===== config.mk =====
export PLATFORM = sky130hd
export DESIGN_NAME = cvbf_framer
export DESIGN_NICKNAME = d
export VERILOG_FILES = /design/src/hdl/cvbf_fifo.v /design/src/hdl/cvbf_framer.v
export VERILOG_INCLUDE_DIRS = /design/src /design/src/hdl
export SDC_FILE = /design/constraint.sdc
export NUM_CORES = 1
export LEC_CHECK = 0
export BUFFER_PORTS_ARGS = -buffer_cell sky130_fd_sc_hd__buf_2
export CAP_MARGIN = 30
export CORE_MARGIN = 2
export CORE_UTILIZATION = 57
export CTS_BUF_LIST = sky130_fd_sc_hd__clkbuf_2
export CTS_CLUSTER_DIAMETER = 30
export CTS_CLUSTER_SIZE = 16
export DETAILED_ROUTE_END_ITERATION = 8
export GPL_TIMING_DRIVEN = 0
export PLACE_DENSITY = 0.82
export SYNTH_ARGS = -nofsm -noshare
export SYNTH_HDL_FRONTEND = slang
export SYNTH_SLANG_ARGS = --single-unit
export TNS_END_PERCENT = 100

===== constraint.sdc =====
create_clock -name clk_sys -period 4 [get_ports clk_sys]
set_input_delay 0.2 -clock clk_sys [delete_from_list [all_inputs] [get_ports clk_sys]]
set_output_delay 0.2 -clock clk_sys [all_outputs]
set_load 0.1 [all_outputs]

===== src/hdl/cvbf_defines.vh =====
// constants of the cyclic value block framer
`ifndef CVBF_DEFINES_VH
`define CVBF_DEFINES_VH
// register byte offsets
`define CVBF_OFF_CTRL 5'h00
`define CVBF_OFF_SELECTOR 5'h04
`define CVBF_OFF_SLOTCFG 5'h08
`define CVBF_OFF_UNITS 5'h0C
`define CVBF_OFF_STATUS 5'h10
`define CVBF_OFF_DISPVAL 5'h14
`define CVBF_OFF_DISPSTAT 5'h18
// control fields
`define CVBF_CTRL_COMPACT 0
`define CVBF_CTRL_DISPSRC 1
`define CVBF_CTRL_RST 32'h00000000
// slot configuration: enables in [3:0], channel of slot i at [8+3*i +: 3]
`define CVBF_SLOTCFG_RST 32'h0000000F
`define CVBF_UNITS_RST 32'h00000000
`define CVBF_SELECTOR_RST 8'h01
// status fields
`define CVBF_STAT_COMM 0
`define CVBF_STAT_NEWPROF 1
`define CVBF_STAT_DISPVALID 2
`define CVBF_STAT_RXERR 3
// selector codes
`define CVBF_SEL_PROFILE4 8'h00
`define CVBF_SEL_MAKER 8'h01
`define CVBF_SEL_AUTO 8'h7F
`define CVBF_SEL_PROFILE1 8'h81
`define CVBF_SEL_PROFILE2 8'h82
`define CVBF_SEL_PROFILE3 8'h83
// block layout
`define CVBF_BLOCK_BYTES 5
`define CVBF_AI_SLOTS 4
`define CVBF_CHANNELS 5
// quality classes of a source
`define CVBF_Q_BAD 2'h0
`define CVBF_Q_UNCERTAIN 2'h1
`define CVBF_Q_GOOD 2'h2
// status codes, older and newer variant
`define CVBF_OLD_GOOD 8'h80
`define CVBF_OLD_UNC 8'h40
`define CVBF_OLD_BAD 8'h00
`define CVBF_NEW_GOOD 8'h80
`define CVBF_NEW_UNC 8'h68
`define CVBF_NEW_BAD 8'h24
// timing
`define CVBF_CLK_HZ 20000000
`define CVBF_COMM_TIMEOUT_MS 1000
`define CVBF_FLASH_MS 500
`define CVBF_COMM_TIMEOUT_CYC (`CVBF_COMM_TIMEOUT_MS * (`CVBF_CLK_HZ / 1000))
`define CVBF_FLASH_CYC (`CVBF_FLASH_MS * (`CVBF_CLK_HZ / 1000))
`endif


===== src/hdl/cvbf_fifo.v =====
// small flip-flop fifo with valid and ready on both sides
`timescale 1ns/100ps
module cvbf_fifo #(
  parameter WIDTH = 9,
  parameter DEPTH = 4,
  parameter AW = 2
) (
  input wire clk_sys,
  input wire nrst,
  input wire [WIDTH-1:0] inData,
  input wire inValid,
  output wire inReady,
  output wire [WIDTH-1:0] outData,
  output wire outValid,
  input wire outReady
);
  reg [WIDTH-1:0] mem [0:DEPTH-1];
  reg [AW-1:0] wrPtr_reg;
  reg [AW-1:0] rdPtr_reg;
  reg [AW:0] count_reg;
  wire doWrite;
  wire doRead;

  // honest full and empty from the fill count
  assign inReady = (count_reg != DEPTH[AW:0]);
  assign outValid = (count_reg != {(AW+1){1'b0}});
  assign outData = mem[rdPtr_reg];
  assign doWrite = inValid & inReady;
  assign doRead = outValid & outReady;

  // storage, no reset needed on data
  always @(posedge clk_sys) begin
    if (doWrite) begin
      mem[wrPtr_reg] <= inData;
    end
  end

  // pointers wrap at the last entry
  always @(posedge clk_sys) begin
    if (!nrst) begin
      wrPtr_reg <= {AW{1'b0}};
      rdPtr_reg <= {AW{1'b0}};
      count_reg <= {(AW+1){1'b0}};
    end else begin
      if (doWrite) begin
        wrPtr_reg <= (wrPtr_reg == DEPTH[AW-1:0] - 1'b1) ? {AW{1'b0}} : wrPtr_reg + 1'b1;
      end
      if (doRead) begin
        rdPtr_reg <= (rdPtr_reg == DEPTH[AW-1:0] - 1'b1) ? {AW{1'b0}} : rdPtr_reg + 1'b1;
      end
      if (doWrite && !doRead) begin
        count_reg <= count_reg + 1'b1;
      end else if (doRead && !doWrite) begin
        count_reg <= count_reg - 1'b1;
      end
    end
  end
endmodule // cvbf_fifo


===== src/hdl/cvbf_framer.v =====
// cyclic value block framer: analog-input blocks out, display block in
//
// The placing of the registers and the Avalon-MM interface to the registers are this design's own decisions.
`timescale 1ns/100ps
`include "cvbf_defines.vh"
module cvbf_framer #(
  parameter COMM_TIMEOUT_CYC = `CVBF_COMM_TIMEOUT_CYC,
  parameter FLASH_CYC = `CVBF_FLASH_CYC,
  parameter FIFO_DEPTH = 4
) (
  input wire clk_sys,
  input wire nrst,
  input wire [4:0] avs_address,
  input wire avs_read,
  input wire avs_write,
  input wire [31:0] avs_writedata,
  input wire [3:0] avs_byteenable,
  output wire [31:0] avs_readdata,
  output wire avs_waitrequest,
  input wire cycStart,
  input wire estProfileNew,
  input wire [159:0] srcValues,
  input wire [9:0] srcQual,
  output wire [7:0] txData,
  output wire txLast,
  output wire txValid,
  input wire txReady,
  input wire [7:0] rxData,
  input wire rxValid,
  input wire rxLast,
  output wire [9:0] chanUnit,
  output wire [31:0] dispValue,
  output wire [7:0] dispStatus,
  output wire dispArrow,
  output wire commActive
);
  localparam ST_IDLE = 2'h0;
  localparam ST_SCAN = 2'h1;
  localparam ST_PUSH = 2'h2;

  reg [31:0] ctrl_reg, slotCfg_reg, units_reg, readData_reg, rxValue_reg, dispValue_reg, readMux;
  reg [7:0] selector_reg, rxStatus_reg, dispStatus_reg;
  reg rxErr_reg, ack_reg, dispValid_reg, arrowPhase_reg, pushValid, anyLater;
  reg [1:0] state_reg, state_next;
  reg [2:0] slotIdx_reg, slotIdx_next, byteIdx_reg, byteIdx_next, rxCnt_reg, slotLimit;
  reg [39:0] txWord_reg, txWord_next, rxShift_reg;
  reg lastSlot_reg, lastSlot_next;
  reg [24:0] commTimer_reg, flashTimer_reg;
  integer k;
  wire accessReq, wrStrobe, useNewProfile, rxBlockDone, rxShortErr, fifoInReady;
  wire [8:0] fifoOut;
  wire [2:0] curChan;

  // pick channel value, out-of-range selection gives zero
  function [31:0] chanValue;
    input [2:0] sel;
    input [159:0] vals;
    begin
      if (sel < 3'h5) begin
        chanValue = vals[32*sel +: 32];
      end else begin
        chanValue = 32'h00000000;
      end
    end
  endfunction

  // status code from quality class and variant
  function [7:0] statusCode;
    input [1:0] qual;
    input newProf;
    begin
      case (qual)
        `CVBF_Q_GOOD: statusCode = newProf ? `CVBF_NEW_GOOD : `CVBF_OLD_GOOD;
        `CVBF_Q_UNCERTAIN: statusCode = newProf ? `CVBF_NEW_UNC : `CVBF_OLD_UNC;
        default: statusCode = newProf ? `CVBF_NEW_BAD : `CVBF_OLD_BAD;
      endcase
    end
  endfunction

  // byte n of a block, byte 0 is the most significant
  function [7:0] blockByte;
    input [39:0] word;
    input [2:0] idx;
    begin
      blockByte = word[39 - 8*idx -: 8];
    end
  endfunction

  // byte-enabled update of a register word
  function [31:0] beMerge;
    input [31:0] old;
    input [31:0] wdata;
    input [3:0] be;
    integer b;
    begin
      beMerge = old;
      for (b = 0; b < 4; b = b + 1) begin
        if (be[b]) begin
          beMerge[8*b +: 8] = wdata[8*b +: 8];
        end
      end
    end
  endfunction

  // bus handshake: one wait cycle, then the answer
  assign accessReq = avs_read | avs_write;
  assign avs_waitrequest = accessReq & ~ack_reg;
  assign wrStrobe = avs_write & ack_reg;
  assign avs_readdata = readData_reg;

  assign useNewProfile = (selector_reg == `CVBF_SEL_AUTO) ? estProfileNew :
    (selector_reg == `CVBF_SEL_MAKER) & ctrl_reg[`CVBF_CTRL_COMPACT];

  // profile selectors cap the slot count
  always @* begin
    case (selector_reg)
      `CVBF_SEL_PROFILE1: slotLimit = 3'h1;
      `CVBF_SEL_PROFILE2: slotLimit = 3'h2;
      `CVBF_SEL_PROFILE3: slotLimit = 3'h3;
      default: slotLimit = 3'h4;
    endcase
  end

  // register read mux, unmapped reads as zero
  always @* begin
    case (avs_address)
      `CVBF_OFF_CTRL: readMux = ctrl_reg;
      `CVBF_OFF_SELECTOR: readMux = {24'h000000, selector_reg};
      `CVBF_OFF_SLOTCFG: readMux = slotCfg_reg;
      `CVBF_OFF_UNITS: readMux = units_reg;
      `CVBF_OFF_STATUS: readMux = {28'h0000000, rxErr_reg, dispValid_reg, useNewProfile, commActive};
      `CVBF_OFF_DISPVAL: readMux = rxValue_reg;
      `CVBF_OFF_DISPSTAT: readMux = {24'h000000, rxStatus_reg};
      default: readMux = 32'h00000000;
    endcase
  end

  // bus slave registers
  always @(posedge clk_sys) begin
    if (!nrst) begin
      ack_reg <= 1'b0;
      readData_reg <= 32'h00000000;
      ctrl_reg <= `CVBF_CTRL_RST;
      selector_reg <= `CVBF_SELECTOR_RST;
      slotCfg_reg <= `CVBF_SLOTCFG_RST;
      units_reg <= `CVBF_UNITS_RST;
    end else begin
      ack_reg <= accessReq & ~ack_reg;
      if (avs_read & ~ack_reg) begin
        readData_reg <= readMux;
      end
      if (wrStrobe) begin
        case (avs_address)
          `CVBF_OFF_CTRL: ctrl_reg <= beMerge(ctrl_reg, avs_writedata, avs_byteenable) & 32'h00000003;
          `CVBF_OFF_SELECTOR: selector_reg <= avs_byteenable[0] ? avs_writedata[7:0] : selector_reg;
          `CVBF_OFF_SLOTCFG: slotCfg_reg <= beMerge(slotCfg_reg, avs_writedata, avs_byteenable) & 32'h000FFF0F;
          // per-channel unit codes, zero is Celsius
          `CVBF_OFF_UNITS: units_reg <= beMerge(units_reg, avs_writedata, avs_byteenable) & 32'h000003FF;
          default: ;
        endcase
      end
    end
  end

  // unit codes go to the measuring front end
  assign chanUnit = units_reg[9:0];

  // channel of the slot being scanned
  // five channel choices, codes 0 to 4
  assign curChan = slotCfg_reg[8 + 3*slotIdx_reg +: 3];

  // is there an enabled slot after the current one
  always @* begin
    anyLater = 1'b0;
    for (k = 0; k < `CVBF_AI_SLOTS; k = k + 1) begin
      if ((k > slotIdx_reg) && (k < slotLimit) && slotCfg_reg[k]) begin
        anyLater = 1'b1;
      end
    end
  end

  // transmit sequencer for slots one to four
  always @* begin
    state_next = state_reg;
    slotIdx_next = slotIdx_reg;
    byteIdx_next = byteIdx_reg;
    txWord_next = txWord_reg;
    lastSlot_next = lastSlot_reg;
    pushValid = 1'b0;
    case (state_reg)
      ST_IDLE: begin
        if (cycStart) begin
          slotIdx_next = 3'h0;
          state_next = ST_SCAN;
        end
      end
      ST_SCAN: begin
        if (slotIdx_reg >= slotLimit) begin
          state_next = ST_IDLE;
        end else if (slotCfg_reg[slotIdx_reg]) begin
          txWord_next = {chanValue(curChan, srcValues),
            (curChan < 3'h5) ? statusCode(srcQual[2*curChan +: 2], useNewProfile) : statusCode(`CVBF_Q_BAD, useNewProfile)};
          lastSlot_next = ~anyLater;
          byteIdx_next = 3'h0;
          state_next = ST_PUSH;
        end else begin
          slotIdx_next = slotIdx_reg + 3'h1;
        end
      end
      ST_PUSH: begin
        pushValid = 1'b1;
        if (fifoInReady) begin
          if (byteIdx_reg == `CVBF_BLOCK_BYTES - 1) begin
            slotIdx_next = slotIdx_reg + 3'h1;
            state_next = ST_SCAN;
          end else begin
            byteIdx_next = byteIdx_reg + 3'h1;
          end
        end
      end
      default: state_next = ST_IDLE;
    endcase
  end

  // sequencer state
  always @(posedge clk_sys) begin
    if (!nrst) begin
      state_reg <= ST_IDLE;
      slotIdx_reg <= 3'h0;
      byteIdx_reg <= 3'h0;
      txWord_reg <= 40'h0000000000;
      lastSlot_reg <= 1'b0;
    end else begin
      state_reg <= state_next;
      slotIdx_reg <= slotIdx_next;
      byteIdx_reg <= byteIdx_next;
      txWord_reg <= txWord_next;
      lastSlot_reg <= lastSlot_next;
    end
  end

  // outgoing byte buffer, stalls the sequencer when full
  // most significant float byte first
  cvbf_fifo #(
    .WIDTH(9),
    .DEPTH(FIFO_DEPTH),
    .AW(2)
  ) txFifo (
    .clk_sys(clk_sys),
    .nrst(nrst),
    .inData({lastSlot_reg & (byteIdx_reg == `CVBF_BLOCK_BYTES - 1), blockByte(txWord_reg, byteIdx_reg)}),
    .inValid(pushValid),
    .inReady(fifoInReady),
    .outData(fifoOut),
    .outValid(txValid),
    .outReady(txReady)
  );
  assign txData = fifoOut[7:0];
  assign txLast = fifoOut[8];

  // fifth slot is the master-written block
  // incoming bytes 0 to 3 value, 4 status
  assign rxBlockDone = rxValid & (rxCnt_reg == `CVBF_BLOCK_BYTES - 1);
  assign rxShortErr = rxValid & rxLast & (rxCnt_reg != `CVBF_BLOCK_BYTES - 1);

  // display block assembly
  always @(posedge clk_sys) begin
    if (!nrst) begin
      rxShift_reg <= 40'h0000000000;
      rxCnt_reg <= 3'h0;
      rxValue_reg <= 32'h00000000;
      rxStatus_reg <= 8'h00;
      dispValid_reg <= 1'b0;
      rxErr_reg <= 1'b0;
    end else begin
      if (rxValid) begin
        rxShift_reg <= {rxShift_reg[31:0], rxData};
        rxCnt_reg <= (rxBlockDone | rxShortErr) ? 3'h0 : rxCnt_reg + 3'h1;
      end
      if (rxBlockDone) begin
        rxValue_reg <= rxShift_reg[31:0];
        rxStatus_reg <= rxData;
        dispValid_reg <= 1'b1;
      end
      // short block flag, set wins over write-one clear
      if (rxShortErr) begin
        rxErr_reg <= 1'b1;
      end else if (wrStrobe && avs_address == `CVBF_OFF_STATUS && avs_byteenable[0] &&
          avs_writedata[`CVBF_STAT_RXERR]) begin
        rxErr_reg <= 1'b0;
      end
    end
  end

  // display source picks master value or slot one
  always @(posedge clk_sys) begin
    if (!nrst) begin
      dispValue_reg <= 32'h00000000;
      dispStatus_reg <= 8'h00;
    end else if (ctrl_reg[`CVBF_CTRL_DISPSRC]) begin
      dispValue_reg <= rxValue_reg;
      dispStatus_reg <= rxStatus_reg;
    end else begin
      // slot one's channel, its value and its own quality
      dispValue_reg <= chanValue(slotCfg_reg[10:8], srcValues);
      dispStatus_reg <= statusCode((slotCfg_reg[10:8] < 3'h5) ? srcQual[2*slotCfg_reg[10:8] +: 2] : `CVBF_Q_BAD,
        useNewProfile);
    end
  end
  assign dispValue = dispValue_reg;
  assign dispStatus = dispStatus_reg;

  always @(posedge clk_sys) begin
    if (!nrst) begin
      commTimer_reg <= 25'h0000000;
      flashTimer_reg <= 25'h0000000;
      arrowPhase_reg <= 1'b0;
    end else begin
      if (cycStart | rxBlockDone) begin
        commTimer_reg <= COMM_TIMEOUT_CYC[24:0];
      end else if (commTimer_reg != 25'h0000000) begin
        commTimer_reg <= commTimer_reg - 25'h0000001;
      end
      if (commTimer_reg == 25'h0000000) begin
        flashTimer_reg <= 25'h0000000;
        arrowPhase_reg <= 1'b0;
      end else if (flashTimer_reg >= FLASH_CYC[24:0] - 25'h0000001) begin
        flashTimer_reg <= 25'h0000000;
        arrowPhase_reg <= ~arrowPhase_reg;
      end else begin
        flashTimer_reg <= flashTimer_reg + 25'h0000001;
      end
    end
  end
  assign commActive = (commTimer_reg != 25'h0000000);
  assign dispArrow = commActive & arrowPhase_reg;
endmodule // cvbf_framer


==> results.json <==
{
  "synth_simple_gate_area_frac": 0.209,
  "crit_path_top_delay_cell": "dlygate4sd3_1",
  "die_area_um2": 29900,
  "numCtsBuffers": 59,
  "wirelength_mm": 65.5,
  "cp_top_family": "buffers and inverters",
  "cts_root_buf": "clkbuf_2",
  "fp.dieW_um": 173,
  "grt_start_max_net_pins": 17,
  "rows": 61,
  "crit_chain": "buf_2 -> buf_1 -> mux2i_1 -> mux2_2 -> clkbuf_1 -> nand2_1 -> a31oi_1 -> a32o_1 -> ha_1 -> dlygate4sd3_1 -> nand4_1 -> a21oi_1",
  "cp_max_fo": 10,
  "maxCapViolCount": 0,
  "ys.flop_type": "dfxtp_1",
  "synth_compound_area_frac": 0.176,
  "drive_above_1_share": 0.206,
  "first_global_vias": 17600,
  "routedWlPerCell_um": 22.9,
  "antenna_found_initial": 3,
  "synthCells": 1845,
  "setup_viol": 0,
  "grt_use_total": 0.423,
  "p_leak_nw": 8.49,
  "crit_buf_inv": 4,
  "avgSynthCellArea_um2": 8.83,
  "fmax_mhz": 258,
  "worstSetupPathType": "reg -> reg",
  "yosysWarnings": 0,
  "dr.pass1.iters": 6,
  "gp_congestion": 1.00,
  "die_h_um": 173,
  "worstSetupStartpoint": "slotIdx_reg[1]",
  "area.growth.synth_to_final_pct": 31.7,
  "clk_pin_slew_worst_paths_ps": 200,
  "core-area_um2": 27900,
  "ant_nets": 0,
  "viasPerCell": 6.34,
  "busiest_layer": "met2",
  "hold_class": "in -> reg",
  "tightest_slew_ps": 1000,
  "post-route-min-period_ps": 3880,
  "yosys.area_share.adder": 0.0204,
  "syn_area_um2": 16300,
  "powerDensity_nw_per_um2": 405,
  "htreeDepth": 2,
  "hold_viol": 0,
  "clk_latency_ps": 1000,
  "vias": 18200,
  "io_pins": 323,
  "synthArstFlopShare": 0,
  "ys_ff_latch": 328,
  "synth-xor-area-share": 0.0140,
  "post-route-period-util": 0.970,
  "drc": 0,
  "ir_drop_mv": 0.361,
  "n_fill_cell": 2038,
  "start_kind": "flip-flop",
  "cp.required_ps": 4910,
  "r2r-start": "slotIdx_reg[1]",
  "nNetsFinal": 2687,
  "gr-usage-met3": 0.0787,
  "initial_utilization": 0.583,
  "cp_slowest_stage_delay_ps": 570,
  "drt_iter0_markers": 2541,
  "endpoint_kind": "flip-flop",
  "final_cell_area_um2": 21400,
  "io_buffers": 307,
  "setup_ws_ps": 119,
  "cts_tree": "done",
  "status": "completed",
  "overflow": 0,
  "syn-num-nets": 2099,
  "synth_mux_area_frac": 0.111,
  "met2_usage": 0.695,
  "synth_enable_flop_cells": 36,
  "post-cts-setup-buffers": 0,
  "hold_start": "srcValues[103]",
  "finClkSkew_ps": 105,
  "clk_path_buf_depth": 3,
  "grt_pass1_wl_mm": 99.6,
  "post-place-ws_ps": 539,
  "crit_arrival_ps": 4790,
  "cts_sinks": 328,
  "slew_headroom": 0.327,
  "dpl-instance-area_um2": 18300,
  "ys_seq_area_frac": 0.425,
  "dp_hpwl_mm": 46.5,
  "slew_viol_final": 0,
  "ys_types": 71,
  "grt_util_met1": 0.515,
  "synth_top_family_by_area": "simple AND/OR/NAND/NOR gates",
  "largest_reg_flops": 37
}
## power breakdown
group / internal (mW) / switching [mW] / total (mW)
Clock: 1.17 / 1.61 / 2.78
Sequential: 3.56 / 0.162 / 3.72
Combinational: 0.788 / 1.39 / 2.18
## cell families after synthesis
logic type	Yosys count
AO/OA/AOI/OAI	427
XOR/XNOR	26
adder cells (fa/ha/maj)	26
buffers and inverters	190
flip-flops	328
multiplexers	118
other	1
AND/OR/NAND/NOR	729
## cell type report
| class | count | area, um^2 | share of cell area |
|---|---|---|---|
| repair buffers | 527 | 3730 | 0.174 |
| diodes | 3 | 7.51 | 0.000350 |
| flip-flops and latches | 328 | 6930 | 0.323 |
| inverters | 55 | 206 | 0.00963 |
| well taps | 378 | 473 | 0.0221 |
| plain buffers | 135 | 528 | 0.0246 |
| multi-input cells | 1327 | 8660 | 0.404 |
| clock buffers | 62 | 310 | 0.0145 |
| clock inverters | 50 | 599 | 0.0279 |
## placed cells by master (no fill, tap or decap), types with 12 or more instances in the layout
cell,n
o21ai_0,64
nand4_1,14
or3_1,15
a221oi_1,33
a22oi_1,35
dlygate4sd3_1,218
nor2b_1,43
inv_1,53
nand2_1,274
clkbuf_1,97
xor2_1,12
nand3_1,50
o31ai_1,13
nor2_1,186
dfxtp_1,292
mux2i_1,61
buf_1,21
edfxtp_1,36
ha_1,25
buf_2,322
a32oi_1,35
and2_1,23
nor3_1,47
a21oi_1,154
a32o_1,36
xnor2_1,14
mux4_2,49
clkbuf_2,65
or4_1,12
## metal layers
layer	wire, um	up-vias
li1	-	7898
met2	30000	1426
met5	0	-
met1	23800	8490
met4	4700	0
met3	6970	359
## worst paths after layout
check / cells past startpoint / to / slack, ps
setup / recovery: 12 / txWord_reg[3] / 120
hold / removal: 4 / dispValue[7] / 40
setup reg to reg: 12 / txWord_reg[3] / 120
hold reg to reg: 2 / rxValue_reg[2] / 470
## cell usage after synthesis (14+ instances only)
cell type | instances | area [um^2]
or3_1 | 15 | 93.8
buf_2 | 14 | 70.1
ha_1 | 25 | 313
xnor2_1 | 14 | 123
nand4_1 | 14 | 87.6
mux2i_1 | 61 | 611
nand3_1 | 50 | 250
nand2_1 | 274 | 1030
a21oi_1 | 154 | 771
a221oi_1 | 33 | 289
a32oi_1 | 35 | 307
and2_1 | 23 | 144
inv_1 | 53 | 199
nor2b_1 | 44 | 275
a22oi_1 | 35 | 263
dfxtp_1 | 292 | 5850
clkbuf_1 | 100 | 375
buf_1 | 21 | 78.8
o21ai_0 | 64 | 320
edfxtp_1 | 36 | 1080
nor2_1 | 187 | 702
a32o_1 | 36 | 360
nor3_1 | 47 | 235
mux4_2 | 49 | 1100
## what timing repair did
action / 4_1_cts / 5_1_grt
setup endpoints to repair: 0 / 32
hold buffers: 216 / 2
hold endpoints to repair: 205 / 1
gates resized for setup: 0 / 13
## worst register-to-register path: stages, from the launching register on
cell           delay, ps
dfxtp_1              400
buf_2                230
buf_1                460
mux2i_1              250
mux2_2               350
clkbuf_1             500
nand2_1              160
a31oi_1              280
a32o_1               170
ha_1                 180
dlygate4sd3_1        570
nand4_1               90
a21oi_1              160
## through the flow
stage               instances  power (mW)  setup TNS, ps  hold WS (ps)   util
global placement         2530        5.58              0           438  0.655
floorplan                1845        5.06              0           329      -
CTS                      2860        8.54              0         0.618  0.765
global route             2865        8.95          -9.35          6.43  0.768
detailed placement       2532        5.62              0           443  0.656
finish                   2865        8.68              0          35.2  0.768
Note: power is estimated with default switching activity, not from simulation.
